===== config.mk =====
export PLATFORM = sky130hd
export DESIGN_NAME = ums_pins
export DESIGN_NICKNAME = d
export VERILOG_FILES = /design/src/ums_pkg.sv /design/src/ums_pins.sv
export SDC_FILE = /design/constraint.sdc
export NUM_CORES = 1
export LEC_CHECK = 0
export ABC_AREA = 1
export BUFFER_PORTS_ARGS = -buffer_cell sky130_fd_sc_hd__buf_4
export CORE_MARGIN = 4
export CORE_UTILIZATION = 50
export DETAILED_ROUTE_END_ITERATION = 10
export PLACE_DENSITY = 0.69
export SYNTH_ARGS = -nofsm -noshare
export SYNTH_HDL_FRONTEND = slang
export SYNTH_SLANG_ARGS = --single-unit

===== constraint.sdc =====
create_clock -name ref_clk -period 1.6 [get_ports ref_clk]
set_input_delay 0.24 -clock ref_clk [delete_from_list [all_inputs] [get_ports ref_clk]]
set_output_delay 0.24 -clock ref_clk [all_outputs]
set_load 0.05 [all_outputs]

===== src/ums_pkg.sv =====
// constants, field layouts and carrier types of the dual-channel serial and modem pin block
package ums_pkg;

    // register index within a channel; address bit 3 selects channel b
    localparam logic [2:0] OFS_DATA   = 3'h0;
    localparam logic [2:0] OFS_IER    = 3'h1;
    localparam logic [2:0] OFS_STATUS = 3'h2;
    localparam logic [2:0] OFS_MASK   = 3'h3;
    localparam logic [2:0] OFS_MCR    = 3'h4;
    localparam logic [2:0] OFS_LINE   = 3'h5;
    localparam logic [2:0] OFS_MODEM  = 3'h6;
    localparam logic [2:0] OFS_EFR    = 3'h7;
    localparam int         ADDR_CHAN  = 3;

    // modem_control_reg fields
    localparam int MCR_DTR  = 0;
    localparam int MCR_RTS  = 1;
    localparam int MCR_OP2  = 3;
    localparam int MCR_IR   = 6;
    // enhanced_feature_reg and interrupt_enable_reg fields
    localparam int EFR_ARTS = 6;
    localparam int EFR_ACTS = 7;
    localparam int IER_ARTS = 6;
    localparam int IER_ACTS = 7;

    // sticky status bits, mask shares the layout
    localparam int ST_RX    = 0;
    localparam int ST_THRE  = 1;
    localparam int ST_OVR   = 2;
    localparam int ST_MODEM = 3;

    // line status bits
    localparam int LS_RX    = 0;
    localparam int LS_THRE  = 5;
    localparam int LS_IDLE  = 6;

    // reset values
    localparam logic [7:0] RST_REG     = 8'h00;
    localparam logic [3:0] RST_MODEM   = 4'hf;

    // timing
    localparam int CLK_PERIOD_NS = 4;
    localparam int RST_MIN_NS    = 40;
    localparam int RST_MIN_CYC   = (RST_MIN_NS + CLK_PERIOD_NS - 1) / CLK_PERIOD_NS;
    localparam int BIT_CYC_DEF   = 16;
    localparam int CNT_W         = 8;

    typedef enum logic [3:0] {
        UMS_TX_IDLE  = 4'b0001,
        UMS_TX_START = 4'b0010,
        UMS_TX_DATA  = 4'b0100,
        UMS_TX_STOP  = 4'b1000
    } ums_tx_st_t;

    typedef enum logic [3:0] {
        UMS_RX_IDLE  = 4'b0001,
        UMS_RX_START = 4'b0010,
        UMS_RX_DATA  = 4'b0100,
        UMS_RX_STOP  = 4'b1000
    } ums_rx_st_t;

    // pins entering one channel
    typedef struct packed {
        logic serial_in;
        logic cts_n;
        logic dsr_n;
        logic cd_n;
        logic ri_n;
    } ums_pin_in_t;

    // registered pins leaving one channel
    typedef struct packed {
        logic serial_out;
        logic rts_n;
        logic dtr_n;
        logic op2_n;
        logic irq;
        logic irq_oe;
        logic rx_ready_n;
    } ums_pin_out_t;

    // whole state of one channel
    typedef struct packed {
        logic [7:0]       modem_control_reg;
        logic [7:0]       enhanced_feature_reg;
        logic [7:0]       interrupt_enable_reg;
        logic [7:0]       mask;
        logic [7:0]       status;
        logic [7:0]       thr;
        logic             thr_full;
        logic [7:0]       tx_shift;
        ums_tx_st_t       tx_st;
        logic [2:0]       tx_bit;
        logic [CNT_W-1:0] tx_cnt;
        logic [7:0]       receive_holding_reg;
        logic             rx_full;
        logic [7:0]       rx_shift;
        ums_rx_st_t       rx_st;
        logic [2:0]       rx_bit;
        logic [CNT_W-1:0] rx_cnt;
        logic [CNT_W-1:0] ir_cnt;
        logic [3:0]       modem_prev;
        ums_pin_out_t     pins;
    } ums_chan_t;

endpackage


===== src/ums_pins.sv =====
// dual-channel serial and modem pin block with a plain register port
//
// The register addresses and strobed register access were chosen for this implementation.
`timescale 1ns/1ps
`default_nettype none
module ums_pins
    import ums_pkg::*;
#(
    parameter int BIT_CYC = BIT_CYC_DEF
) (
    // clock, reset, enable
    input  wire logic       ref_clk,
    input  wire logic       rst_n,
    input  wire logic       clk_en,
    // register port
    input  wire logic [3:0] reg_addr,
    input  wire logic [7:0] reg_wdata,
    input  wire logic       reg_wr,
    input  wire logic       reg_rd,
    output logic      [7:0] reg_rdata,
    // channel a pins
    output logic            serial_out_chan_a,
    input  wire logic       serial_in_chan_a,
    output logic            request_to_send_n_a,
    input  wire logic       clear_to_send_n_a,
    output logic            terminal_ready_n_a,
    input  wire logic       set_ready_n_a,
    input  wire logic       carrier_detect_n_a,
    input  wire logic       ring_indicator_n_a,
    output logic            user_output_two_n_a,
    output logic            irq_out_a,
    output logic            irq_out_oe_a,
    // channel b pins
    output logic            serial_out_chan_b,
    input  wire logic       serial_in_chan_b,
    output logic            request_to_send_n_b,
    input  wire logic       clear_to_send_n_b,
    output logic            terminal_ready_n_b,
    input  wire logic       set_ready_n_b,
    input  wire logic       carrier_detect_n_b,
    input  wire logic       ring_indicator_n_b,
    output logic            user_output_two_n_b,
    output logic            irq_out_b,
    output logic            irq_out_oe_b,
    output logic            rx_ready_n_b
);

    // counters are CNT_W wide; half a bit must be at least two cycles
    if (BIT_CYC < 4 || BIT_CYC > (1 << CNT_W) - 1) begin
        $error("BIT_CYC out of range");
    end

    localparam logic [CNT_W-1:0] BIT_LAST  = CNT_W'(BIT_CYC - 1);
    localparam logic [CNT_W-1:0] HALF_LAST = CNT_W'(BIT_CYC / 2 - 1);
    // infrared pulse is three sixteenths of a bit, never under one cycle
    localparam int               IR_W      = (BIT_CYC * 3 / 16 < 1) ? 1 : BIT_CYC * 3 / 16;
    localparam logic [CNT_W-1:0] IR_EDGE   = CNT_W'(BIT_CYC - 1 - IR_W);
    // a received pulse is stretched to most of a bit so the mid-bit sample sees it
    localparam logic [CNT_W-1:0] IR_HOLD   = CNT_W'(BIT_CYC - 2);

    typedef struct packed {
        ums_chan_t [1:0] ch;
        logic [7:0]      rdata;
    } ums_state_t;

    ums_state_t  q;
    ums_state_t  d;
    ums_pin_in_t pin_in [2];

    assign pin_in[0] = '{serial_in: serial_in_chan_a, cts_n: clear_to_send_n_a,
                         dsr_n: set_ready_n_a, cd_n: carrier_detect_n_a,
                         ri_n: ring_indicator_n_a};
    assign pin_in[1] = '{serial_in: serial_in_chan_b, cts_n: clear_to_send_n_b,
                         dsr_n: set_ready_n_b, cd_n: carrier_detect_n_b,
                         ri_n: ring_indicator_n_b};

    // receive line as the deserialiser sees it, per mode
    function automatic logic rx_level(input ums_chan_t c, input logic pin);
        if (c.modem_control_reg[MCR_IR]) begin
            rx_level = ~(pin | (c.ir_cnt != '0));
        end else begin
            rx_level = pin;
        end
    endfunction

    // transmit pin level for the current bit
    function automatic logic tx_level(input ums_chan_t c);
        logic bit_v;
        bit_v = 1'b1;
        unique case (c.tx_st)
            UMS_TX_IDLE:  bit_v = 1'b1;
            UMS_TX_START: bit_v = 1'b0;
            UMS_TX_DATA:  bit_v = c.tx_shift[0];
            UMS_TX_STOP:  bit_v = 1'b1;
        endcase
        if (c.modem_control_reg[MCR_IR]) begin
            tx_level = ~bit_v && (c.tx_cnt > IR_EDGE);
        end else begin
            tx_level = bit_v;
        end
    endfunction

    function automatic ums_chan_t chan_reset();
        ums_chan_t c;
        c                 = '0;
        c.modem_control_reg             = RST_REG;
        c.enhanced_feature_reg             = RST_REG;
        c.interrupt_enable_reg             = RST_REG;
        c.mask            = RST_REG;
        c.status          = RST_REG;
        c.tx_st           = UMS_TX_IDLE;
        c.rx_st           = UMS_RX_IDLE;
        c.modem_prev      = RST_MODEM;
        c.pins.serial_out = 1'b1;
        c.pins.rts_n      = 1'b1;
        c.pins.dtr_n      = 1'b1;
        c.pins.op2_n      = 1'b1;
        c.pins.rx_ready_n = 1'b1;
        chan_reset        = c;
    endfunction

    always_comb begin
        logic       sel;
        logic [2:0] idx;
        logic [7:0] set_v;
        logic [7:0] clr_v;
        logic [3:0] modem_now;
        logic       line;
        logic       auto_cts;
        logic       auto_rts;
        ums_chan_t  c;
        sel       = 1'b0;
        idx       = reg_addr[2:0];
        set_v     = '0;
        clr_v     = '0;
        modem_now = '0;
        line      = 1'b1;
        auto_cts  = 1'b0;
        auto_rts  = 1'b0;
        c         = '0;
        d         = q;
        if (!rst_n) begin
            // receive pins are not looked at while reset is low
            d.ch[0] = chan_reset();
            d.ch[1] = chan_reset();
            d.rdata = '0;
        end else if (clk_en) begin
            for (int i = 0; i < 2; i++) begin
                c     = q.ch[i];
                sel   = (reg_addr[ADDR_CHAN] == 1'(i));
                set_v = '0;
                clr_v = '0;
                // flow-control enables need the feature bit and the enable bit together
                auto_cts = c.enhanced_feature_reg[EFR_ACTS] & c.interrupt_enable_reg[IER_ACTS];
                auto_rts = c.enhanced_feature_reg[EFR_ARTS] & c.interrupt_enable_reg[IER_ARTS];

                // register writes
                if (reg_wr && sel) begin
                    unique case (idx)
                        OFS_DATA: begin
                            // a write to a full holding register overwrites it
                            c.thr      = reg_wdata;
                            c.thr_full = 1'b1;
                        end
                        OFS_IER:  c.interrupt_enable_reg  = reg_wdata;
                        OFS_MASK: c.mask = reg_wdata;
                        OFS_MCR:  c.modem_control_reg  = reg_wdata;
                        OFS_EFR:  c.enhanced_feature_reg  = reg_wdata;
                        default: ;
                    endcase
                end

                // read side effects; the new set bits below still win
                if (reg_rd && sel) begin
                    if (idx == OFS_DATA) begin
                        c.rx_full = 1'b0;
                    end
                    if (idx == OFS_STATUS) begin
                        clr_v = q.ch[i].status;
                    end
                end

                // transmitter, one bit per BIT_CYC cycles
                unique case (q.ch[i].tx_st)
                    UMS_TX_IDLE: begin
                        // auto clear-to-send only holds off a new character
                        if (q.ch[i].thr_full && !(auto_cts && pin_in[i].cts_n)) begin
                            c.tx_shift      = q.ch[i].thr;
                            // a write in the same cycle refills the holding register
                            c.thr_full      = reg_wr && sel && (idx == OFS_DATA);
                            c.tx_st         = UMS_TX_START;
                            c.tx_cnt        = BIT_LAST;
                            set_v[ST_THRE]  = 1'b1;
                        end
                    end
                    UMS_TX_START: begin
                        if (q.ch[i].tx_cnt == '0) begin
                            c.tx_st  = UMS_TX_DATA;
                            c.tx_bit = '0;
                            c.tx_cnt = BIT_LAST;
                        end else begin
                            c.tx_cnt = q.ch[i].tx_cnt - 1'b1;
                        end
                    end
                    UMS_TX_DATA: begin
                        if (q.ch[i].tx_cnt == '0) begin
                            c.tx_shift = {1'b0, q.ch[i].tx_shift[7:1]};
                            c.tx_bit   = q.ch[i].tx_bit + 1'b1;
                            c.tx_cnt   = BIT_LAST;
                            if (q.ch[i].tx_bit == 3'h7) begin
                                c.tx_st = UMS_TX_STOP;
                            end
                        end else begin
                            c.tx_cnt = q.ch[i].tx_cnt - 1'b1;
                        end
                    end
                    UMS_TX_STOP: begin
                        if (q.ch[i].tx_cnt == '0) begin
                            c.tx_st = UMS_TX_IDLE;
                        end else begin
                            c.tx_cnt = q.ch[i].tx_cnt - 1'b1;
                        end
                    end
                endcase

                // infrared pulse stretcher
                if (pin_in[i].serial_in) begin
                    c.ir_cnt = IR_HOLD;
                end else if (q.ch[i].ir_cnt != '0) begin
                    c.ir_cnt = q.ch[i].ir_cnt - 1'b1;
                end

                // receiver, samples the middle of each bit
                line = rx_level(q.ch[i], pin_in[i].serial_in);
                unique case (q.ch[i].rx_st)
                    UMS_RX_IDLE: begin
                        if (!line) begin
                            c.rx_st  = UMS_RX_START;
                            c.rx_cnt = HALF_LAST;
                        end
                    end
                    UMS_RX_START: begin
                        if (q.ch[i].rx_cnt == '0) begin
                            // a glitch shorter than half a bit is dropped
                            c.rx_st  = line ? UMS_RX_IDLE : UMS_RX_DATA;
                            c.rx_bit = '0;
                            c.rx_cnt = BIT_LAST;
                        end else begin
                            c.rx_cnt = q.ch[i].rx_cnt - 1'b1;
                        end
                    end
                    UMS_RX_DATA: begin
                        if (q.ch[i].rx_cnt == '0) begin
                            c.rx_shift = {line, q.ch[i].rx_shift[7:1]};
                            c.rx_bit   = q.ch[i].rx_bit + 1'b1;
                            c.rx_cnt   = BIT_LAST;
                            if (q.ch[i].rx_bit == 3'h7) begin
                                c.rx_st = UMS_RX_STOP;
                            end
                        end else begin
                            c.rx_cnt = q.ch[i].rx_cnt - 1'b1;
                        end
                    end
                    UMS_RX_STOP: begin
                        if (q.ch[i].rx_cnt == '0) begin
                            c.rx_st = UMS_RX_IDLE;
                            // an unread character is kept, the new one is lost
                            if (c.rx_full) begin
                                set_v[ST_OVR] = 1'b1;
                            end else begin
                                c.receive_holding_reg         = q.ch[i].rx_shift;
                                c.rx_full     = 1'b1;
                                set_v[ST_RX]  = 1'b1;
                            end
                        end else begin
                            c.rx_cnt = q.ch[i].rx_cnt - 1'b1;
                        end
                    end
                endcase

                // modem inputs raise a change flag; clear-to-send also holds off the transmitter under auto flow control
                modem_now    = {pin_in[i].cts_n, pin_in[i].dsr_n,
                                pin_in[i].cd_n, pin_in[i].ri_n};
                c.modem_prev = modem_now;
                if (modem_now != q.ch[i].modem_prev) begin
                    set_v[ST_MODEM] = 1'b1;
                end

                // sticky status: set beats a clear in the same cycle
                c.status = (q.ch[i].status & ~clr_v) | set_v;

                // registered pins
                c.pins.serial_out = tx_level(q.ch[i]);
                c.pins.dtr_n      = ~q.ch[i].modem_control_reg[MCR_DTR];
                if (auto_rts) begin
                    // host must already hold the request bit for this to assert
                    c.pins.rts_n = ~q.ch[i].modem_control_reg[MCR_RTS] | q.ch[i].rx_full;
                end else begin
                    c.pins.rts_n = ~q.ch[i].modem_control_reg[MCR_RTS];
                end
                // interrupt and port 2 share one bit, so port 2 cannot be a free output
                c.pins.irq        = |(q.ch[i].status & q.ch[i].mask);
                c.pins.irq_oe     = q.ch[i].modem_control_reg[MCR_OP2];
                c.pins.op2_n      = ~q.ch[i].modem_control_reg[MCR_OP2];
                c.pins.rx_ready_n = ~q.ch[i].rx_full;
                d.ch[i]           = c;
            end

            // read data, valid in the cycle after the strobe only
            if (reg_rd) begin
                c = q.ch[reg_addr[ADDR_CHAN]];
                unique case (idx)
                    OFS_DATA:   d.rdata = c.receive_holding_reg;
                    OFS_IER:    d.rdata = c.interrupt_enable_reg;
                    OFS_STATUS: d.rdata = c.status;
                    OFS_MASK:   d.rdata = c.mask;
                    OFS_MCR:    d.rdata = c.modem_control_reg;
                    OFS_LINE: begin
                        d.rdata          = '0;
                        d.rdata[LS_RX]   = c.rx_full;
                        d.rdata[LS_THRE] = ~c.thr_full;
                        d.rdata[LS_IDLE] = ~c.thr_full & (c.tx_st == UMS_TX_IDLE);
                    end
                    OFS_MODEM:  d.rdata = {4'h0, c.modem_prev};
                    OFS_EFR:    d.rdata = c.enhanced_feature_reg;
                endcase
            end else begin
                d.rdata = '0;
            end
        end
    end

    always_ff @(posedge ref_clk) begin
        q <= d;
    end

    // pin outputs
    assign reg_rdata           = q.rdata;
    assign serial_out_chan_a   = q.ch[0].pins.serial_out;
    assign request_to_send_n_a = q.ch[0].pins.rts_n;
    assign terminal_ready_n_a  = q.ch[0].pins.dtr_n;
    assign user_output_two_n_a = q.ch[0].pins.op2_n;
    assign irq_out_a           = q.ch[0].pins.irq;
    assign irq_out_oe_a        = q.ch[0].pins.irq_oe;
    assign serial_out_chan_b   = q.ch[1].pins.serial_out;
    assign request_to_send_n_b = q.ch[1].pins.rts_n;
    assign terminal_ready_n_b  = q.ch[1].pins.dtr_n;
    assign user_output_two_n_b = q.ch[1].pins.op2_n;
    assign irq_out_b           = q.ch[1].pins.irq;
    assign irq_out_oe_b        = q.ch[1].pins.irq_oe;
    assign rx_ready_n_b        = q.ch[1].pins.rx_ready_n;

endmodule
`default_nettype wire


==> impl_metrics.csv <==
group,metric,value,unit
synth,netlist_area,12400,µm²
placement,gp_routability_congestion,0.918,
floorplanning,initial_core_util,0.509,
routing,vias,11900,
cts,cts_sinks,253,
worst_setup_path,end_kind,"flip-flop",
cts,clkTransAtPathRegs,0.06,ns
worst_setup_path,critPathLaunchType,"flip-flop",
finish,fin_cells,2265,
global_routing,grt_max_degree,82,
routing,viasPerCell,5.27,
timing,final.setup_skew,0.0110,ns
finish,nets,1963,
run,maxCapViolations,0,
synth,ys_seq_area_frac,0.410,
finish,multi_input_area,6590,µm²
synth,ys.flop_type,"dfxtp_1",
timing,final_hold_viol_count,0,
timing,min_period,1.54,ns
finish,drive_gt1_frac,0.176,
routing,post_drt_wl_per_cell,14.8,µm
power,p_sw_frac,0.317,
power,p_clk_frac,0.378,
floorplanning,die_y,165,µm
cts,htree_levels,1,
routing,drt_wl_total,33.6,mm
routing,antenna_left,0,
routing,drtIter0Drc,934,
floorplanning,pin_count,48,
power,p_sw,6.01,mW
finish,nFillCells,2185,
run_status,status,"finished, final reports clean",
timing,relSlewSlack,0.645,
timing,fmax,649,MHz
min_path,hp-class,"in -> reg",
power,internal_power,13.0,mW
floorplanning,dieWidth,165,µm
synth,synth_top_area_frac,0.410,
power,p_leak,6.58,nW
worst_setup_path,cp.arrival,2.02,ns
floorplanning,die_area,27300,µm²
cts,cts_tree,"yes",
global_routing,grt_pass1_vias,11000,
global_routing,grt_pass1_wl,53.9,mm
worst_setup_path,path_class,"reg -> reg",
worst_setup_path,crit_required,2.08,ns
timing,drv_slew,0,
synth,syn_area_per_cell,6.79,µm²
min_path,min_path_cells,4,
synth,yosysMostFrequentCell,"nand2_1",
cts,clock_latency,0.54,ns
routing,first_pass_iters,5,
cts,clockBufferDepth,3,
worst_setup_path,reg2reg_slack,0.06,ns
power,ir_worst_vdd,930,µV
finish,antennaDiodeCount,0,
placement,dp_cells,2193,
global_routing,grt_overflow,0,
synth,ys_warn_count,0,
worst_setup_path,worstPathMaxFanout,8,
synth,syn_nets,1864,
timing,grt_setup_unrepaired,"true",
finish,regArea,5070,µm²
timing,tightest_slew,0.532,ns
global_routing,antenna_found_initial,0,
timing,finalSetupViolCount,0,
synth,async_reset_ff_frac,0,
synth,synth_area_leaders,"dfxtp_1 (41%), nand2_1 (13%), nor2_1 (8.6%)",
placement,io_buffers,47,
cts,cts_buffers,29,
synth,synth-edff-count,0,
routing,drc,0,
worst_setup_path,ff2ff_path_depth,10,
cts,cts_root_buf,"clkbuf_16",
power,p_seq_frac,0.374,
floorplanning,rows,57,
synth,synthTopCellsByCount,"nand2_1 (440), nor2_1 (284), dfxtp_1 (253), o21ai_0 (166), inv_1 (155)",
placement,place_hpwl,23.1,mm
synth,synthCells,1821,
timing,period_share,0.963,
synth,ys_seq_elements,253,
synth,synthDominantAreaCellType,"dfxtp_1",
power,power_frac_comb,0.248,
timing,setup_tns,0,ns
power,power.density,1270,nW/µm²
finish,synthToLayoutAreaGrowth,21.2,%
floorplanning,core,24300,µm²
global_routing,grt.total_usage,0.238,
synth,ys_types,49,
[cell usage in the layout (no fill, tap or decap), types with 15 or more instances in the layout]
| cell type | instances |
|---|---|
| nand3_1 | 87 |
| xor2_1 | 15 |
| nor2_1 | 269 |
| nand4_1 | 16 |
| buf_4 | 125 |
| clkbuf_16 | 29 |
| o21ai_1 | 16 |
| a21oi_1 | 135 |
| nor2_2 | 27 |
| dfxtp_1 | 247 |
| a31oi_1 | 17 |
| nand2_1 | 428 |
| o21ai_0 | 158 |
| nand2_2 | 17 |
| inv_2 | 27 |
| inv_1 | 142 |
[timing repair]
| action | 4_1_cts | 5_1_grt |
|---|---|---|
| setup endpoints to repair | 22 | 108 |
| endpoints found under the hold margin | 8 | 0 |
| gates cloned | 0 | 2 |
| setup buffers | 1 | 9 |
| resized for setup | 4 | 109 |
| hold buffers | 8 | 0 |
| pin swaps | 2 | 29 |
[registers in the layout (all words and copies together), names as in the netlist]
name / flops
irq_out_a: 1
irq_out_b: 1
irq_out_oe_a: 1
irq_out_oe_b: 1
q: 232
reg_rdata: 8
request_to_send_n_a: 1
request_to_send_n_b: 1
rx_ready_n_b: 1
serial_out_chan_a: 1
serial_out_chan_b: 1
terminal_ready_n_a: 1
terminal_ready_n_b: 1
user_output_two_n_a: 1
user_output_two_n_b: 1
[power groups by stage]
| stage | sequential, mW | clock [mW] | combinational (mW) |
|---|---|---|---|
| detailed placement | 7.18 | 0 | 4.07 |
| floorplan | 7.19 | 0 | 2.98 |
| CTS | 7.05 | 7.30 | 4.15 |
| global placement | 7.17 | 0 | 3.99 |
| finish | 7.10 | 7.17 | 4.70 |
| global route | 7.15 | 7.57 | 5.26 |
[worst max-delay path: stages, from the launching register on]
cell and delay (ns):
dfxtp_2 0.32, inv_2 0.06, ha_4 0.16, nand2_4 0.05
nor2_2 0.09, nand2_2 0.10, nor3_4 0.27, buf_12 0.16
buf_8 0.11, o21ai_2 0.05, a21oi_2 0.10
[area by class of cell]
cell class / instances / area share
Clock inverter: 15 / 0.0156
Sequential cell: 253 / 0.338
Clock buffer: 37 / 0.0538
Multi-Input combinational cell: 1318 / 0.440
Inverter: 174 / 0.0446
Tap cell: 324 / 0.0270
Timing Repair Buffer: 144 / 0.0807
[worst paths after layout]
path	from	to
max reg2reg	q[28]	q[48]
max	q[28]	q[48]
min	serial_in_chan_a	q[24]
min reg2reg	q[182]	q[182]
[routing by layer]
layer,vias up,part of all wire,GRT usage
met1,5472,0.45,0.316
li1,6071,-,-
met5,-,0,0
met4,0,0.033,0.0892
met2,314,0.47,0.395
met3,77,0.052,0.0313
[cells by family after synthesis]
kind of cell | after synthesis | share of synthesized area
and+or+nand+nor | 910 | 0.311
AOI/OAI and AO/OA | 368 | 0.161
DFF | 253 | 0.410
buffers and inverters | 251 | 0.0862
xor gates and xnor gates | 23 | 0.0163
adders and majority gates | 16 | 0.0162
[through the flow]
stage	utilization	setup slack [ns]	instance area (µm²)	power, mW	hold WS [ns]
global placement	0.551	-0.00642	13400	11.2	0.432
global route	0.616	-0.0434	15000	20.0	0.0469
CTS	0.598	0.00769	14600	18.5	0.00382
detailed placement	0.551	-0.0738	13400	11.3	0.441
floorplan	-	0.0334	12400	10.2	0.366
finish	0.616	0.0588	15000	19.0	0.0219
No activity file was read; power rests on OpenSTA's default activity.
